## config.mk

```make
export PLATFORM = sky130hd
export DESIGN_NAME = clf_fabric
export DESIGN_NICKNAME = d
export VERILOG_FILES = /design/src/pkg/clf_pkg.sv /design/src/rtl/clf_fabric.sv /design/src/rtl/clf_logic_cell.sv /design/src/rtl/clf_pad_cell.sv
export SDC_FILE = /design/constraint.sdc
export NUM_CORES = 1
export LEC_CHECK = 0
export ABC_AREA = 1
export ABC_CLOCK_PERIOD_IN_PS = 6100
export BUFFER_PORTS_ARGS = -buffer_cell sky130_fd_sc_hd__buf_2
export CORE_AREA = 2 2 151 153
export DETAILED_ROUTE_END_ITERATION = 12
export DIE_AREA = 0 0 153 155
export GPL_TIMING_DRIVEN = 0
export SLEW_MARGIN = 40
export SYNTH_ARGS = -nofsm -noshare
export SYNTH_HDL_FRONTEND = slang
export SYNTH_SLANG_ARGS = --single-unit
```

## constraint.sdc

```tcl
create_clock -name pclk -period 6.1 [get_ports pclk]
set_input_delay 1.22 -clock pclk [delete_from_list [all_inputs] [get_ports pclk]]
set_output_delay 1.22 -clock pclk [all_outputs]
set_load 0.01 [all_outputs]
```

## src/pkg/clf_pkg.sv

```systemverilog
package clf_pkg;

  // ----------------------------------------------------------------
  // Structure sizes
  // ----------------------------------------------------------------
  localparam int N_CELLS   = 4;
  localparam int N_DRIVERS = 4;
  localparam int N_LINES   = 4;
  localparam int N_PADS    = 4;
  localparam int LUT_W     = 16;

  // ----------------------------------------------------------------
  // Register offsets (byte addresses)
  // ----------------------------------------------------------------
  localparam logic [11:0] ADDR_CTRL      = 12'h000;
  localparam logic [11:0] ADDR_CELL_BASE = 12'h010;
  localparam logic [11:0] ADDR_CELL_LAST = 12'h01c;
  localparam logic [11:0] ADDR_DRIVER    = 12'h020;
  localparam logic [11:0] ADDR_PAD       = 12'h024;
  localparam logic [11:0] ADDR_STATUS    = 12'h028;

  // ----------------------------------------------------------------
  // Control register fields
  // ----------------------------------------------------------------
  localparam int          CTRL_SRC_INT = 0;
  localparam int          CTRL_INV     = 1;
  localparam int          CTRL_SEL_LSB = 2;
  localparam int          CTRL_RECONF  = 4;
  localparam logic [31:0] CTRL_MASK    = 32'h0000_000f;
  localparam logic [31:0] CTRL_RST     = 32'h0000_0000;

  // ----------------------------------------------------------------
  // Logic cell configuration fields
  // ----------------------------------------------------------------
  localparam int          CF_LUT_LSB = 0;
  localparam int          CF_LATCH   = 16;
  localparam int          CF_CARRY   = 17;
  localparam int          CF_CASCADE = 18;
  localparam int          CF_CLR_DIS = 19;
  localparam int          CF_DSEL    = 20;
  localparam logic [31:0] CELL_MASK  = 32'h001f_ffff;
  localparam logic [31:0] CELL_RST   = 32'h0000_0000;

  // ----------------------------------------------------------------
  // Long-line driver fields
  // ----------------------------------------------------------------
  localparam int          DRV_TS_LSB  = 0;
  localparam int          DRV_MAP_LSB = 4;
  localparam logic [31:0] DRV_MASK    = 32'h000f_ffff;
  localparam logic [31:0] DRV_RST     = 32'h0000_0000;

  // ----------------------------------------------------------------
  // Pad interface cell fields (six bits per pad)
  // ----------------------------------------------------------------
  localparam int          PAD_FIELD_W = 6;
  localparam int          PF_MODE_LSB = 0;
  localparam int          PF_OUT_INV  = 2;
  localparam int          PF_OE_INV   = 3;
  localparam int          PF_IN_INV   = 4;
  localparam int          PF_DLY_BYP  = 5;
  localparam logic [31:0] PAD_MASK    = 32'h00ff_ffff;
  localparam logic [31:0] PAD_RST     = 32'h0000_0000;

  typedef enum logic [1:0] {
    CLF_PAD_IN,
    CLF_PAD_OUT,
    CLF_PAD_BIDIR,
    CLF_PAD_RSVD
  } clf_pad_mode_type;

  // ----------------------------------------------------------------
  // Status register fields
  // ----------------------------------------------------------------
  localparam int ST_Q_LSB    = 0;
  localparam int ST_X_LSB    = 4;
  localparam int ST_LINE_LSB = 8;
  localparam int ST_PAD_LSB  = 12;
  localparam int ST_GCLR     = 16;

endpackage

```

## src/rtl/clf_fabric.sv

```systemverilog
`timescale 1ns/1ps

// Overview of operation
// - Each cell has a 4-input lookup, one storage element, five inputs, three outputs.
// - Each cell passes its direct input straight through, leaving lookup and storage free.
// - Configuration selects edge flop or level latch for each storage element.
// - Cell control gives arithmetic carry or a cascade chain for wide decodes.
// - Block clear is active high, never inverted, and disableable per flop.
// - Chip-wide clear resets all storage at reset, reconfiguration, or net assertion.
// - Chip-wide clear comes from any pad, optionally inverted, or an internal node.
// - Output float input tristates pads without clearing any flop.
// - Flop and latch both have clock enable and clear.
// - Four long-line drivers, each set buffer or three-state by its own bit.
// - In three-state mode one block gate control enables all four drivers.
// - Gate control 1 floats the driver; 0 passes the input unchanged.
// - Each driver can drive two horizontal and two vertical long lines.
// - A keeper holds each undriven line's last level; any driver overrides it.
// - Pads are input, output or bidirectional; data, enable and input invertible.
// - Pads store nothing; registering is done in cell storage.
// - Each pad input has one delay tap, inserted by default.
module clf_fabric (
  // Clock and reset
  input  wire logic        pclk,
  input  wire logic        presetn,
  // APB slave
  input  wire logic [11:0] paddr,
  input  wire logic        psel,
  input  wire logic        penable,
  input  wire logic        pwrite,
  input  wire logic [31:0] pwdata,
  input  wire logic [3:0]  pstrb,
  output logic      [31:0] prdata,
  output logic             pready,
  output logic             pslverr,
  // Logic cell fabric side
  input  wire logic [15:0] cell_func_in,
  input  wire logic [3:0]  cell_direct_in,
  input  wire logic [3:0]  cell_clk_en,
  input  wire logic        block_clear_input,
  input  wire logic        chain_in,
  output logic             chain_out,
  output logic      [3:0]  cell_func_out,
  output logic      [3:0]  cell_store_out,
  output logic      [3:0]  cell_thru_out,
  // Long lines
  input  wire logic        output_drive_gate,
  output logic      [3:0]  long_line,
  output logic      [3:0]  long_line_driven,
  // Pads
  input  wire logic        output_float,
  input  wire logic [3:0]  pad_i,
  output logic      [3:0]  pad_o,
  output logic      [3:0]  pad_oe,
  input  wire logic [3:0]  pad_core_dout,
  input  wire logic [3:0]  pad_core_tsc,
  output logic      [3:0]  pad_core_din
);

  // ----------------------------------------------------------------
  // State
  // ----------------------------------------------------------------
  typedef struct packed {
    logic [31:0]      ctrl;
    logic [3:0][31:0] cell_cfg;
    logic [31:0]      drv;
    logic [31:0]      pad;
    logic             reconf;
    logic             gclr;
    logic [3:0]       pin_s1;
    logic [3:0]       pin_s2;
    logic [3:0]       pin_dly;
    logic             flt_s1;
    logic             flt_s2;
    logic [3:0]       keep;
  } clf_fabric_state_type;

  clf_fabric_state_type st_r;
  clf_fabric_state_type st_nxt;

  // Bus decode
  logic             access;
  logic             wr_en;
  logic             cell_hit;
  logic [1:0]       cell_idx;
  logic             addr_hit;

  // Carry chain
  logic [4:0]       chain;

  // Long lines
  logic [3:0]       drv_on;
  logic [3:0][3:0]  drv_map;
  logic [3:0]       line_val;

  // Clear and status
  logic [1:0]       gclr_sel;
  logic             gclr_src;
  logic [31:0]      status;

  function automatic logic [31:0] clf_merge(
    input logic [31:0] old_v,
    input logic [31:0] wdata,
    input logic [3:0]  strb,
    input logic [31:0] mask
  );
    logic [31:0] v;
    v = old_v;
    for (int b = 0; b < 4; b++)
    begin
      if (strb[b])
        v[8*b +: 8] = wdata[8*b +: 8];
    end
    return v & mask;
  endfunction

  // ----------------------------------------------------------------
  // APB decode
  // ----------------------------------------------------------------
  assign access   = psel & penable;
  assign wr_en    = access & pwrite;
  assign cell_hit = (paddr >= clf_pkg::ADDR_CELL_BASE) &&
                    (paddr <= clf_pkg::ADDR_CELL_LAST) && (paddr[1:0] == 2'h0);
  assign cell_idx = paddr[3:2];
  assign addr_hit = cell_hit ||
                    (paddr == clf_pkg::ADDR_CTRL) ||
                    (paddr == clf_pkg::ADDR_DRIVER) ||
                    (paddr == clf_pkg::ADDR_PAD) ||
                    (paddr == clf_pkg::ADDR_STATUS);

  assign pready   = 1'b1;
  assign pslverr  = access & ~addr_hit;

  always_comb
  begin
    prdata = 32'h0000_0000;
    if (psel)
    begin
      if (cell_hit)
        prdata = st_r.cell_cfg[cell_idx];
      else if (paddr == clf_pkg::ADDR_CTRL)
        prdata = st_r.ctrl;
      else if (paddr == clf_pkg::ADDR_DRIVER)
        prdata = st_r.drv;
      else if (paddr == clf_pkg::ADDR_PAD)
        prdata = st_r.pad;
      else if (paddr == clf_pkg::ADDR_STATUS)
        prdata = status;
      else
        prdata = 32'h0000_0000;
    end
  end

  always_comb
  begin
    status = 32'h0000_0000;
    status[clf_pkg::ST_Q_LSB +: 4]    = cell_store_out;
    status[clf_pkg::ST_X_LSB +: 4]    = cell_func_out;
    status[clf_pkg::ST_LINE_LSB +: 4] = line_val;
    status[clf_pkg::ST_PAD_LSB +: 4]  = pad_core_din;
    status[clf_pkg::ST_GCLR]          = st_r.gclr;
  end

  // ----------------------------------------------------------------
  // Chip-wide clear source
  // ----------------------------------------------------------------
  assign gclr_sel = st_r.ctrl[clf_pkg::CTRL_SEL_LSB +: 2];

  assign gclr_src = st_r.ctrl[clf_pkg::CTRL_SRC_INT] ? cell_func_out[gclr_sel] :
                    (st_r.pin_s2[gclr_sel] ^ st_r.ctrl[clf_pkg::CTRL_INV]);

  // ----------------------------------------------------------------
  // Next state
  // ----------------------------------------------------------------
  always_comb
  begin
    st_nxt         = st_r;
    // Synchronisers
    st_nxt.pin_s1  = pad_i;
    st_nxt.pin_s2  = st_r.pin_s1;
    st_nxt.pin_dly = st_r.pin_s2;
    st_nxt.flt_s1  = output_float;
    st_nxt.flt_s2  = st_r.flt_s1;

    st_nxt.keep    = line_val;
    st_nxt.reconf  = 1'b0;

    st_nxt.gclr    = st_r.reconf | gclr_src;

    // Bus write
    if (wr_en)
    begin
      if (cell_hit)
        st_nxt.cell_cfg[cell_idx] = clf_merge(st_r.cell_cfg[cell_idx], pwdata, pstrb,
                                              clf_pkg::CELL_MASK);
      else if (paddr == clf_pkg::ADDR_CTRL)
      begin
        st_nxt.ctrl   = clf_merge(st_r.ctrl, pwdata, pstrb, clf_pkg::CTRL_MASK);
        st_nxt.reconf = pstrb[0] & pwdata[clf_pkg::CTRL_RECONF];
      end
      else if (paddr == clf_pkg::ADDR_DRIVER)
        st_nxt.drv = clf_merge(st_r.drv, pwdata, pstrb, clf_pkg::DRV_MASK);
      else if (paddr == clf_pkg::ADDR_PAD)
        st_nxt.pad = clf_merge(st_r.pad, pwdata, pstrb, clf_pkg::PAD_MASK);
    end
  end

  always_ff @(posedge pclk or negedge presetn)
  begin
    if (!presetn)
    begin
      st_r          <= '0;
      st_r.ctrl     <= clf_pkg::CTRL_RST;
      st_r.cell_cfg <= {clf_pkg::N_CELLS{clf_pkg::CELL_RST}};
      st_r.drv      <= clf_pkg::DRV_RST;
      st_r.pad      <= clf_pkg::PAD_RST;
    end
    else
      st_r <= st_nxt;
  end

  // ----------------------------------------------------------------
  // Logic cells
  // ----------------------------------------------------------------
  assign chain[0]  = chain_in;
  assign chain_out = chain[clf_pkg::N_CELLS];

  for (genvar c = 0; c < clf_pkg::N_CELLS; c++)
  begin : g_cell
    clf_logic_cell u_cell (
      .pclk                (pclk),
      .presetn             (presetn),
      .cfg                 (st_r.cell_cfg[c]),
      .func_in             (cell_func_in[4*c +: 4]),
      .direct_in           (cell_direct_in[c]),
      .clk_en              (cell_clk_en[c]),
      .block_clear_input   (block_clear_input),
      .chip_wide_clear_net (st_r.gclr),
      .chain_in            (chain[c]),
      .chain_out           (chain[c+1]),
      .func_out            (cell_func_out[c]),
      .store_out           (cell_store_out[c]),
      .thru_out            (cell_thru_out[c])
    );
  end

  // ----------------------------------------------------------------
  // Long-line drivers and keepers
  // ----------------------------------------------------------------
  for (genvar d = 0; d < clf_pkg::N_DRIVERS; d++)
  begin : g_drv
    assign drv_on[d]  = ~st_r.drv[clf_pkg::DRV_TS_LSB + d] | ~output_drive_gate;
    assign drv_map[d] = st_r.drv[clf_pkg::DRV_MAP_LSB + 4*d +: 4];
  end

  for (genvar l = 0; l < clf_pkg::N_LINES; l++)
  begin : g_line
    logic [3:0] act;

    for (genvar d = 0; d < clf_pkg::N_DRIVERS; d++)
    begin : g_act
      assign act[d] = drv_on[d] & drv_map[d][l];
    end

    assign long_line_driven[l] = |act;
    assign line_val[l] = (|act) ? |(act & cell_func_out) : st_r.keep[l];
  end

  assign long_line = line_val;

  // ----------------------------------------------------------------
  // Pad interface cells
  // ----------------------------------------------------------------
  for (genvar p = 0; p < clf_pkg::N_PADS; p++)
  begin : g_pad
    clf_pad_cell u_pad (
      .cfg          (st_r.pad[clf_pkg::PAD_FIELD_W*p +: clf_pkg::PAD_FIELD_W]),
      .output_float (st_r.flt_s2),
      .core_dout    (pad_core_dout[p]),
      .core_tsc     (pad_core_tsc[p]),
      .core_din     (pad_core_din[p]),
      .pin_now      (st_r.pin_s2[p]),
      .pin_dly      (st_r.pin_dly[p]),
      .pad_o        (pad_o[p]),
      .pad_oe       (pad_oe[p])
    );
  end

endmodule

```

## src/rtl/clf_logic_cell.sv

```systemverilog
`timescale 1ns/1ps

module clf_logic_cell (
  // Clock and reset
  input  wire logic        pclk,
  input  wire logic        presetn,
  // Configuration
  input  wire logic [31:0] cfg,
  // Five independent inputs
  input  wire logic [3:0]  func_in,
  input  wire logic        direct_in,
  // Storage control
  input  wire logic        clk_en,
  input  wire logic        block_clear_input,
  input  wire logic        chip_wide_clear_net,
  // Carry and cascade chain
  input  wire logic        chain_in,
  output logic             chain_out,
  // Three outputs
  output logic             func_out,
  output logic             store_out,
  output logic             thru_out
);

  typedef struct packed {
    logic q;
  } clf_cell_state_type;

  clf_cell_state_type st_r;
  clf_cell_state_type st_nxt;
  logic [15:0]        lut;
  logic               lut_out;
  logic               store_d;
  logic               clr;

  assign lut     = cfg[clf_pkg::CF_LUT_LSB +: clf_pkg::LUT_W];
  assign lut_out = lut[func_in];
  assign thru_out = direct_in;

  always_comb
  begin
    if (cfg[clf_pkg::CF_CARRY])
    begin
      func_out  = func_in[0] ^ func_in[1] ^ chain_in;
      chain_out = (func_in[0] & func_in[1]) | (chain_in & (func_in[0] ^ func_in[1]));
    end
    else if (cfg[clf_pkg::CF_CASCADE])
    begin
      func_out  = lut_out & chain_in;
      chain_out = lut_out & chain_in;
    end
    else
    begin
      func_out  = lut_out;
      chain_out = 1'b0;
    end
  end

  assign store_d = cfg[clf_pkg::CF_DSEL] ? direct_in : func_out;
  assign clr = chip_wide_clear_net | (block_clear_input & ~cfg[clf_pkg::CF_CLR_DIS]);

  always_comb
  begin
    st_nxt = st_r;
    if (clr)
      st_nxt.q = 1'b0;
    else if (clk_en)
      st_nxt.q = store_d;
  end

  assign store_out = (cfg[clf_pkg::CF_LATCH] & clk_en & ~clr) ? store_d : st_r.q;

  always_ff @(posedge pclk or negedge presetn)
  begin
    if (!presetn)
      st_r <= '0;
    else
      st_r <= st_nxt;
  end

endmodule

```

## src/rtl/clf_pad_cell.sv

```systemverilog
`timescale 1ns/1ps

module clf_pad_cell (
  // Configuration
  input  wire logic [5:0] cfg,
  input  wire logic       output_float,
  // Core side
  input  wire logic       core_dout,
  input  wire logic       core_tsc,
  output logic            core_din,
  // Pin side, already synchronised
  input  wire logic       pin_now,
  input  wire logic       pin_dly,
  output logic            pad_o,
  output logic            pad_oe
);

  logic pin_sel;
  logic oe_raw;

  assign pin_sel = cfg[clf_pkg::PF_DLY_BYP] ? pin_now : pin_dly;

  assign pad_o  = core_dout ^ cfg[clf_pkg::PF_OUT_INV];

  always_comb
  begin
    oe_raw   = 1'b0;
    core_din = 1'b0;
    case (clf_pkg::clf_pad_mode_type'(cfg[clf_pkg::PF_MODE_LSB +: 2]))
      clf_pkg::CLF_PAD_IN:
      begin
        core_din = pin_sel ^ cfg[clf_pkg::PF_IN_INV];
      end
      clf_pkg::CLF_PAD_OUT:
      begin
        oe_raw = 1'b1;
      end
      clf_pkg::CLF_PAD_BIDIR:
      begin
        oe_raw   = ~(core_tsc ^ cfg[clf_pkg::PF_OE_INV]);
        core_din = pin_sel ^ cfg[clf_pkg::PF_IN_INV];
      end
      default:
      begin
        oe_raw   = 1'b0;
        core_din = 1'b0;
      end
    endcase
  end

  assign pad_oe = oe_raw & ~output_float;

endmodule

```

======== Word level (Yosys, flattened, before mapping) ========
Cells that the tools add are included.
operators by class
  muxes and demuxes ....................... 84
  equal/unequal tests ..................... 11
  $lt $le $gt $ge ......................... 9
  reduce and logical (&&, ||, !) cells .... 37
  bitwise gates (word level) .............. 108
operators with widths
  operator             number
  $bwmux 128           1
  $mux 32              4
  $mux 24              3
  $bmux 32 s2          1
  $demux 32 s2         1
  $mux 1               54
  $and 1x1->1          48
  $mux 8               6
  $eq 12x6->1 const B  3
  $reduce_or 4->1      8
  $not 1->1            22
  $xor 1x1->1          21
  $lt 4x5->1 const B   4
  $reduce_and 6->1     3
  $mux 17              1
  $and 4x4->4          4
  $bmux 1 s4           4
  $mux 5               3
  $reduce_and 5->1     3
  $or 1x1->1           13
  $ge 12x5->1 const B  1
  $le 12x5->1 const B  1
  $logic_not 12->1     1
  $logic_not 2->1      5
  other kinds (12)     34
word-level totals
  bits in registers ....................... 200
  word-level logic and storage cells ...... 272
  output and inout bits ................... 67
  input bits .............................. 93

======== Depth between registers and ports, before layout ========
Gate-level depths: netlist of the first run.
  depth in word-level cells ............... 23
  mapped depth ............................ 26
  mapped depth without buffers ............ 25

======== Hierarchy ========
A second synthesis of the first run with hierarchy kept.
unflattened totals
  cell total of the unflattened synthesis .. 1406
  area total of the unflattened synthesis .. 9704.3 um2
by module, submodules not included
  module          cells each  area an instance (um2)  seq. area each (um2)  times used
  clf_fabric      1022        7592.3                  3803.6                1
  clf_logic_cell  72          395.4                   25.0                  4
  clf_pad_cell    24          132.6                   0.0                   4

======== Worst setup path after synthesis of the first run ========
OpenSTA, ideal clock, no wires.
  kind .................................... input port to output port
  start ................................... input port cell_func_in[0]
  end ..................................... output port cell_store_out[3]
  data required time ...................... 4880 ps
  data arrival time ....................... 4076 ps
  slack ................................... 804 ps
  cell stages on the path ................. 25
  buffers on the path ..................... 2
  path through ............................ buf_6 > inv_6 > nand2_1 > nand2_1 > nand2_1 > nand3_1 > nand3_1 > nand2_1 > nand2_1 > nand2_2 > inv_1 > fa_1 > or2_2 > nand2_2 > fa_1 > nand2_1 > nand2_1 > fa_1 > nand2_1 > o21ai_4 > nand2_4 > inv_4 > mux2i_4 > a21boi_0 > buf_4
between the ends
  longest elaborated chain between the ends .. 16
  elaborated cells on any way between the ends .. 25
  classes of those cells .................. 12 x mux; 13 x bitwise
RTL lines
  what                                         line                                        text
  start, declared                              clf_fabric.sv:36                            input wire logic [15:0] cell_func_in,
  $bmux 1 s4                                   clf_logic_cell.sv:37                        assign lut_out = lut[func_in];
  $mux 1 (not written as such)                 clf_logic_cell.sv:37
  $and 1x1->1                                  clf_logic_cell.sv:50                        chain_out = lut_out & chain_in;
  $mux 1                                       clf_logic_cell.sv:47                        else if (cfg[clf_pkg::CF_CASCADE])
  $mux 1 (*)                                   clf_logic_cell.sv:42                        if (cfg[clf_pkg::CF_CARRY])
  $and 1x1->1 (on tied branches)               clf_logic_cell.sv:50, clf_logic_cell.sv:45
  $mux 1 / $or 1x1->1 (equally long branches)  clf_logic_cell.sv:47, clf_logic_cell.sv:45
  $mux 1 (*)                                   clf_logic_cell.sv:42
  $and 1x1->1 (on tied branches)               clf_logic_cell.sv:50, clf_logic_cell.sv:45
  $mux 1 / $or 1x1->1 (equally long branches)  clf_logic_cell.sv:47, clf_logic_cell.sv:45
  $mux 1 (*)                                   clf_logic_cell.sv:42
  $and 1x1->1                                  clf_logic_cell.sv:49                        func_out = lut_out & chain_in;
  $mux 1                                       clf_logic_cell.sv:47
  $mux 1 (*)                                   clf_logic_cell.sv:42
  named net g_cell[3].u_cell.func_out          clf_logic_cell.sv:20                        output logic func_out,
  $mux 1 (*)                                   clf_logic_cell.sv:59                        assign store_d = cfg[clf_pkg::CF_DSEL] ? direct_in : func_out;
  $mux 1 (*)                                   clf_logic_cell.sv:71                        assign store_out = (cfg[clf_pkg::CF_LATCH] & clk_en & ~clr) ? store_d : st_r.q;
  end, declared                                clf_fabric.sv:43                            output logic [3:0] cell_store_out,
Mark *: on every way through the listed nets, which the timed path passes. The rest lies on a longest branch. The select of a mux whose other input is x is not followed.

======== Worst setup path after layout of the first run ========
  start ................................... input port cell_func_in[0]
  end ..................................... output port prdata[3]
between the ends
  longest elaborated chain between the ends .. 22
  elaborated cells on any way between the ends .. 31
  classes of those cells .................. 18 x mux; 13 x bitwise
RTL lines
  what                                         line                                        text
  $bmux 1 s4                                   clf_logic_cell.sv:37
  $mux 1 (not written as such)                 clf_logic_cell.sv:37
  $and 1x1->1                                  clf_logic_cell.sv:50
  $mux 1                                       clf_logic_cell.sv:47
  $mux 1 (*)                                   clf_logic_cell.sv:42
  $and 1x1->1 (on tied branches)               clf_logic_cell.sv:50, clf_logic_cell.sv:45
  $mux 1 / $or 1x1->1 (equally long branches)  clf_logic_cell.sv:47, clf_logic_cell.sv:45
  $mux 1 (*)                                   clf_logic_cell.sv:42
  [... 6 more ...]                             n/a
  named net g_cell[3].u_cell.func_out          clf_logic_cell.sv:20
  $mux 1 (*)                                   clf_logic_cell.sv:59
  $mux 1 (*)                                   clf_logic_cell.sv:71
  $mux 17 (*)                                  clf_fabric.sv:146                           else if (paddr == clf_pkg::ADDR_STATUS)
  $mux 24 (*)                                  clf_fabric.sv:144                           else if (paddr == clf_pkg::ADDR_PAD)
  $mux 24 (*)                                  clf_fabric.sv:142                           else if (paddr == clf_pkg::ADDR_DRIVER)
  $mux 24 (*)                                  clf_fabric.sv:140                           else if (paddr == clf_pkg::ADDR_CTRL)
  $mux 32 (*)                                  clf_fabric.sv:138                           if (cell_hit)
  $mux 32 (*)                                  clf_fabric.sv:136                           if (psel)
  end, declared                                clf_fabric.sv:32                            output logic [31:0] prdata,
Marked as above.

==> run_results.csv, run 1 <==
group,metric,value,unit
placement,gp_congestion,0.950,
timing,whs,0.349,ns
power,power,2.46,mW
worst_setup_path,worst_setup_path_start_kind,"input pin",
global_route,antenna_found_initial,0,
power,leakagePower,5.53,nW
floorplan,start_util,42.3,%
finish,fin_cells,1682,
routing,wire_per_inst,18.8,µm
timing,rsz0062_at_grt,"no",
finish,final_design_area_no_fill,11200,µm²
finish,num_antenna_cells,0,
routing,ant_nets,0,
placement,port_buffers,140,
routing,avgViaCountPerCell,5.28,
synthesis,synth_simple_gate_area_share,21.7,%
clocking,root_buffer,"clkbuf_16",
placement,place_area,10500,µm²
finish,nNetsFinal,1495,
timing,clock_skew,0.00799,ns
clocking,postCtsHoldBufs,0,
synthesis,synth_compound_area_share,19.4,%
run,max_cap_viol_count,0,
outcome,status,"completed",
global_route,grt_max_degree,63,
min_path,min-delay-path-class,"reg2reg",
routing,drt_wl_total,31600,µm
synthesis,seq_area_frac_synth,41.6,%
worst_setup_path,critPathKind,"in2out",
finish,seqCellArea,3900,µm²
worst_setup_path,crit_arrival,4.70,ns
global_route,grt_pass1_vias,8428,
synthesis,yosys.area_share.adder,2.45,%
floorplan,core,22200,µm²
clocking,cts_max_level,4,
synthesis,yosysWarnings,0,
floorplan,dieArea,23700,µm²
clocking,path_clk_slew,0.06,ns
clocking,clock_latency,0.43,ns
global_route,use_met1,38.3,%
clocking,cts_tree,"built",
placement,dp_cells,1649,
floorplan,row_count,55,
finish,post-route-util,50.4,%
timing,setup_tns,0,ns
timing,setup_viol,0,
synthesis,syn_inst,1215,
floorplan,die_h,155,µm
power,ir_worst_vdd,0.171,mV
routing,drc,0,
synthesis,synth_top_area_share,41.6,%
global_route,grt_pass1_wl,48400,µm
worst_setup_path,required,4.88,ns
global_route,busiest_layer,"met2",
timing,max_slew_margin,43.9,%
worst_setup_path,critical_path.max_fanout,9,
synthesis,synth-async-reset-ratio,100,%
timing,fmax,169,MHz
synthesis,yosys-top-cells-area,"dfrtp_1 42%, nand2_1 10%, inv_1 6.0%",
finish,synthToLayoutAreaGrowth,19.3,%
synthesis,synth_xor_area_share,0.653,%
timing,tightest_slew,0.842,ns
synthesis,ys_ff_latch,156,
global_route,grt-ovfl-total,0,
clocking,clk_path_buf_depth,2,
timing,setup_ws,0.180,ns
timing,final_min_period_over_clock_period,97.1,%
placement,dpl.hpwl,25200,µm
synthesis,yosys-mux-area-fraction,2.05,%
finish,multi_input_area,4410,µm²
timing,maxSlewViolCount,0,
synthesis,ys_types,62,
synthesis,synth_top_family_by_area,"simple AND/OR/NAND/NOR gates",
finish,nFillCells,2267,
synthesis,netlist_area,9390,µm²
global_route,grt_usage,26.6,%
clocking,cts_buffers,17,
timing,hold_violations,0,
floorplan,die_w,153,µm
timing,fin_crit,5.92,ns
finish,drive_gt1_share,23.3,%
synthesis,synth_common_cells,"260 x nand2_1, 156 x dfrtp_1, 149 x inv_1, 93 x o21ai_1, 88 x nor2_1",
placement,place_ws,0.0669,ns
global_route,gr-usage-met3,2.70,%
clocking,clock-sinks,156,
synthesis,yosysMostFrequentCell,"nand2_1",
synthesis,ys.flop_type,"dfrtp_1",
synthesis,synth_edf_count,0,
routing,drt_iter0_markers,793,
routing,num_vias,8878,
synthesis,synth_top_area_cell,"dfrtp_1",
floorplan,io_pins,160,
global_route,use_met2,42.6,%
routing,firstDrtPassIters,5,
synthesis,syn_avg_cell_area,7.73,µm²
worst_setup_path,cp-end-kind,"output pin",
power,p_per_area,220,nW/µm²
critical path, cell delays in order:
cell and delay, ns:
buf_2 0.13, buf_8 0.14, inv_6 0.08, nand2_2 0.05, nand2_1 0.06, nand2_1 0.05, nand3_1 0.07, nand3_1 0.08
nand2_2 0.10, nand2_1 0.07, nand2_2 0.11, inv_1 0.06, fa_1 0.37, or2_4 0.27, nand2_2 0.09, fa_2 0.20
nand2_2 0.07, nand2_2 0.09, fa_1 0.43, nand2_2 0.09, o21ai_4 0.10, nand2_4 0.11, inv_4 0.06, mux2i_4 0.17
nand2_2 0.09, nand3_4 0.11, a21oi_2 0.07, buf_2 0.14
worst paths after layout:
check / startpoint / to / slack, ns / cells after the start
max: cell_func_in[0] / prdata[3] / 0.18 / 28
min: st_nxt[13] / st_nxt[9] / 0.35 / 0
max reg2reg: st_r[89] / st_r[18] / 2.52 / 24
min reg2reg: st_nxt[13] / st_nxt[9] / 0.35 / 0
max in group asynchronous: presetn / st_r[158] / 4.74 / 2
min in group asynchronous: presetn / st_r[9] / 0.68 / 1
layout by cell type (no fill, tap or decap), types with 5 or more instances in the layout:
cell type / netlist / final
inv_2: 11 / 11
inv_1: 149 / 149
nor2_1: 88 / 88
dfrtp_1: 156 / 156
o221ai_1: 7 / 7
a21oi_1: 68 / 68
or2_2: 8 / 7
clkbuf_16: 0 / 17
mux2_2: 8 / 8
mux2i_1: 8 / 8
nand2_4: 5 / 5
ha_1: 12 / 12
conb_1: 2 / 9
o21ai_1: 93 / 94
nand2_1: 260 / 255
clkbuf_1: 8 / 9
o22ai_1: 32 / 32
nand3_1: 57 / 56
a221oi_1: 13 / 13
a21oi_2: 6 / 6
buf_2: 22 / 161
buf_4: 41 / 44
o211ai_1: 12 / 12
o21ai_0: 61 / 60
nor2_2: 6 / 6
nand2_2: 12 / 17
registers in the layout, indices dropped and copies added, names as in the netlist:
name and count:
st_r 125, drv_map 16, st_nxt 9, g_cell.u_cell.st_r 4, gclr_sel 2
cells by family (layout without fill, tap and decap cells):
kind of cell / count (synthesis) / count (layout)
adder cells (fa/ha/maj): 16 / 16
buffers and inverters: 242 / 417
XOR/XNOR: 7 / 7
AND/OR/NAND/NOR: 461 / 461
AO/OA/AOI/OAI: 314 / 314
multiplexers: 17 / 17
flip-flops: 156 / 156
other: 2 / 9
timing repair:
| item | CTS | global route |
|---|---|---|
| resized for setup | 0 | 11 |
| endpoints found under the hold margin | 0 | 0 |
| buffers inserted | 0 | 3 |
| endpoints found under the setup margin | 0 | 10 |
layout make-up:
class,count,share of cell area [%]
inverters,164,5.63
clock buffers,19,3.95
clock inverters,11,1.50
plain buffers,78,4.54
well taps,285,3.18
flip-flops and latches,156,34.8
repair buffers,145,7.03
multi-input cells,824,39.3
report_power, final:
part	switching, mW	internal (mW)	leakage, nW	total, mW
clock network	0.444	0.691	0.295	1.13
logic	0.183	0.0952	3.11	0.278
registers	0.00668	1.05	2.13	1.05
total	0.633	1.83	5.53	2.46
metal layers:
metal,vias to the layer above,share of wire (%)
li1,4311,-
met1,4206,46
met2,318,46
met3,43,6.1
met4,0,2.4
met5,-,0
Power figures use the tool's default switching activity.
==> inputs of run 2 (changes only) <==
Settings changed: RECOVER_POWER set to 100.
==> run 2 against run 1 <==
The flow now finishes with violations (capacitance limit, slew limit); sequential share of layout area increased by 0.70 points; flip-flop and latch count unchanged; fmax is 1.1% lower; clock-buffer cell count is the same; final area fell by 2.0%; largest cell class unchanged; cell count stayed put; clock power hardly changed; via count up 0.11%; die area did not move; critical endpoint is now prdata[2]; setup slack got worse by 0.066 ns; combinational power fell by 4%; first-iteration DRC count fell by 3.7%.
==> run_results.csv, run 2 (synthesis gave the netlist of run 1 again) <==
group,metric,value,unit
finish,layout_common_cells,"261 x nand2_1, 156 x dfrtp_1, 155 x inv_1",
placement,gp_congestion,0.950,
power,pwr-share-seq,42.8,%
routing,drc,0,
timing,hold_violations,0,
timing,final_min_period_over_clock_period,98.1,%
global_route,grt_pass1_wl,48400,µm
finish,largest_reg_flops,125,
worst_setup_path,cp_cell_sequence,"buf_2 -> buf_8 -> inv_6 -> nand2_2 -> nand2_1 -> nand2_1 -> nand3_1 -> nand3_1 -> nand2_2 -> nand2_1 -> nand2_2 -> inv_1 -> fa_1 -> or2_4 -> nand2_2 -> fa_2 -> nand2_1 -> nand2_1 -> inv_1 -> o21ai_2 -> o21a_2 -> nand2_1 -> a21oi_2 -> buf_2",
routing,firstDrtPassIters,5,
placement,port_buffers,140,
floorplan,row_count,55,
floorplan,core,22200,µm²
worst_setup_path,r2r_slack,2.50,ns
clocking,path_clk_slew,0.06,ns
timing,setup_viol,0,
clocking,cts_max_level,4,
timing,tightest_slew,2.66,ns
finish,layout_commonest_cell,"nand2_1",
clocking,clk_path_buf_depth,2,
global_route,antenna_found_initial,0,
routing,wire_per_inst,18.8,µm
floorplan,die_w,153,µm
finish,synthToLayoutAreaGrowth,17.0,%
global_route,grt_usage,26.6,%
clocking,cts_buffers,17,
worst_setup_path,critical_path.max_fanout,9,
power,p_per_area,223,nW/µm²
timing,fmax,167,MHz
power,swShare,25.6,%
outcome,violations,"capacitance limit, slew limit",
timing,setup_tns,0,ns
timing,max_slew_margin,-77.0,%
routing,num_vias,8888,
worst_setup_path,cp-end-kind,"output pin",
routing,ant_nets,0,
routing,drt_wl_total,31600,µm
finish,largest_register,"st_r",
run,max_cap_viol_count,2,
timing,clock_skew,0.00958,ns
floorplan,dieArea,23700,µm²
global_route,grt-ovfl-total,0,
placement,dpl.hpwl,25200,µm
power,ir_worst_vdd,0.170,mV
floorplan,io_pins,160,
clocking,clock-sinks,156,
clocking,cts_tree,"built",
routing,drt_iter0_markers,764,
finish,num_antenna_cells,0,
floorplan,start_util,42.3,%
power,p_comb_share,10.9,%
finish,nNetsFinal,1495,
worst_setup_path,required,4.88,ns
global_route,grt_pass1_vias,8428,
clocking,clock_latency,0.43,ns
timing,whs,0.349,ns
power,leakagePower,5.29,nW
clocking,root_buffer,"clkbuf_16",
worst_setup_path,critPathKind,"in2out",
min_path,min-delay-path-class,"reg2reg",
timing,maxSlewViolCount,109,
worst_setup_path,worst_setup_path_start_kind,"input pin",
timing,fin_crit,5.99,ns
floorplan,die_h,155,µm
worst_setup_path,crit_arrival,4.77,ns
worst_setup_path,slowest_delay,0.43,ns
finish,drive_gt1_share,17.6,%
worst_setup_path,crit_top_cell,"nand2_1",
power,p_int,1.83,mW
power,p_switching,0.628,mW
timing,rsz0062_at_grt,"no",
routing,avgViaCountPerCell,5.28,
worst_setup_path,slowest_stage,"fa_2",
power,clkPwrFrac,46.2,%
outcome,status,"finished with violations",
global_route,grt_max_degree,63,
finish,nFillCells,2313,
## run 2: worst max-delay path, delay by kind of cell
family,cells,cell delay (ns)
buffers and inverters,6,0.88
adder cells (fa/ha/maj),2,0.80
AO/OA/AOI/OAI,3,0.42
AND/OR/NAND/NOR,13,1.43
## run 2: path summary, 6_finish.rpt
kind,startpoint,to,cells past startpoint
setup / recovery,cell_func_in[0],prdata[2],24
hold / removal,st_nxt[13],st_nxt[9],0
setup reg to reg,st_r[93],st_r[18],24
hold reg to reg,st_nxt[13],st_nxt[9],0
max in group asynchronous,presetn,st_r[158],2
min in group asynchronous,presetn,st_r[9],1
## run 2: power groups by stage
stage / Combinational [mW] / Clock, mW / Sequential, mW
after floorplan: 0.141 / 0 / 1.07
after global placement: 0.268 / 0 / 1.07
after detailed placement: 0.275 / 0 / 1.07
after CTS: 0.275 / 1.15 / 1.05
after global routing: 0.293 / 1.19 / 1.05
final: 0.268 / 1.14 / 1.05
## run 2: cell type report
cell class	count	area [µm²]	area share [%]
clock buffers	19	443	4.03
flip-flops and latches	156	3900	35.5
clock inverters	11	168	1.53
plain buffers	78	484	4.41
multi-input cells	824	4300	39.1
repair buffers	145	709	6.46
well taps	285	357	3.24
inverters	164	629	5.73
## run 2: stage by stage
step / std cells / power [mW] / instance area (µm²) / setup slack (ns) / util, %
after floorplan: 1222 / 1.21 / 9420 / 0.804 / -
after global placement: 1647 / 1.34 / 10500 / 0.0646 / 47.1
after detailed placement: 1649 / 1.35 / 10500 / 0.0669 / 47.4
after CTS: 1679 / 2.47 / 11200 / 0.0346 / 50.2
after global routing: 1682 / 2.54 / 11000 / 0.0254 / 49.4
final: 1682 / 2.46 / 11000 / 0.113 / 49.4
## run 2: metal layers
layer	wire, µm	global-route usage (%)
met4	785	8.33
met2	14300	42.6
met5	0	0
met3	1700	2.70
met1	14700	38.3
## run 2: what timing repair did
item,in CTS,in global routing
setup buffers,0,3
gates resized for setup,0,11
hold buffers,0,0
endpoints found under the setup margin,0,10
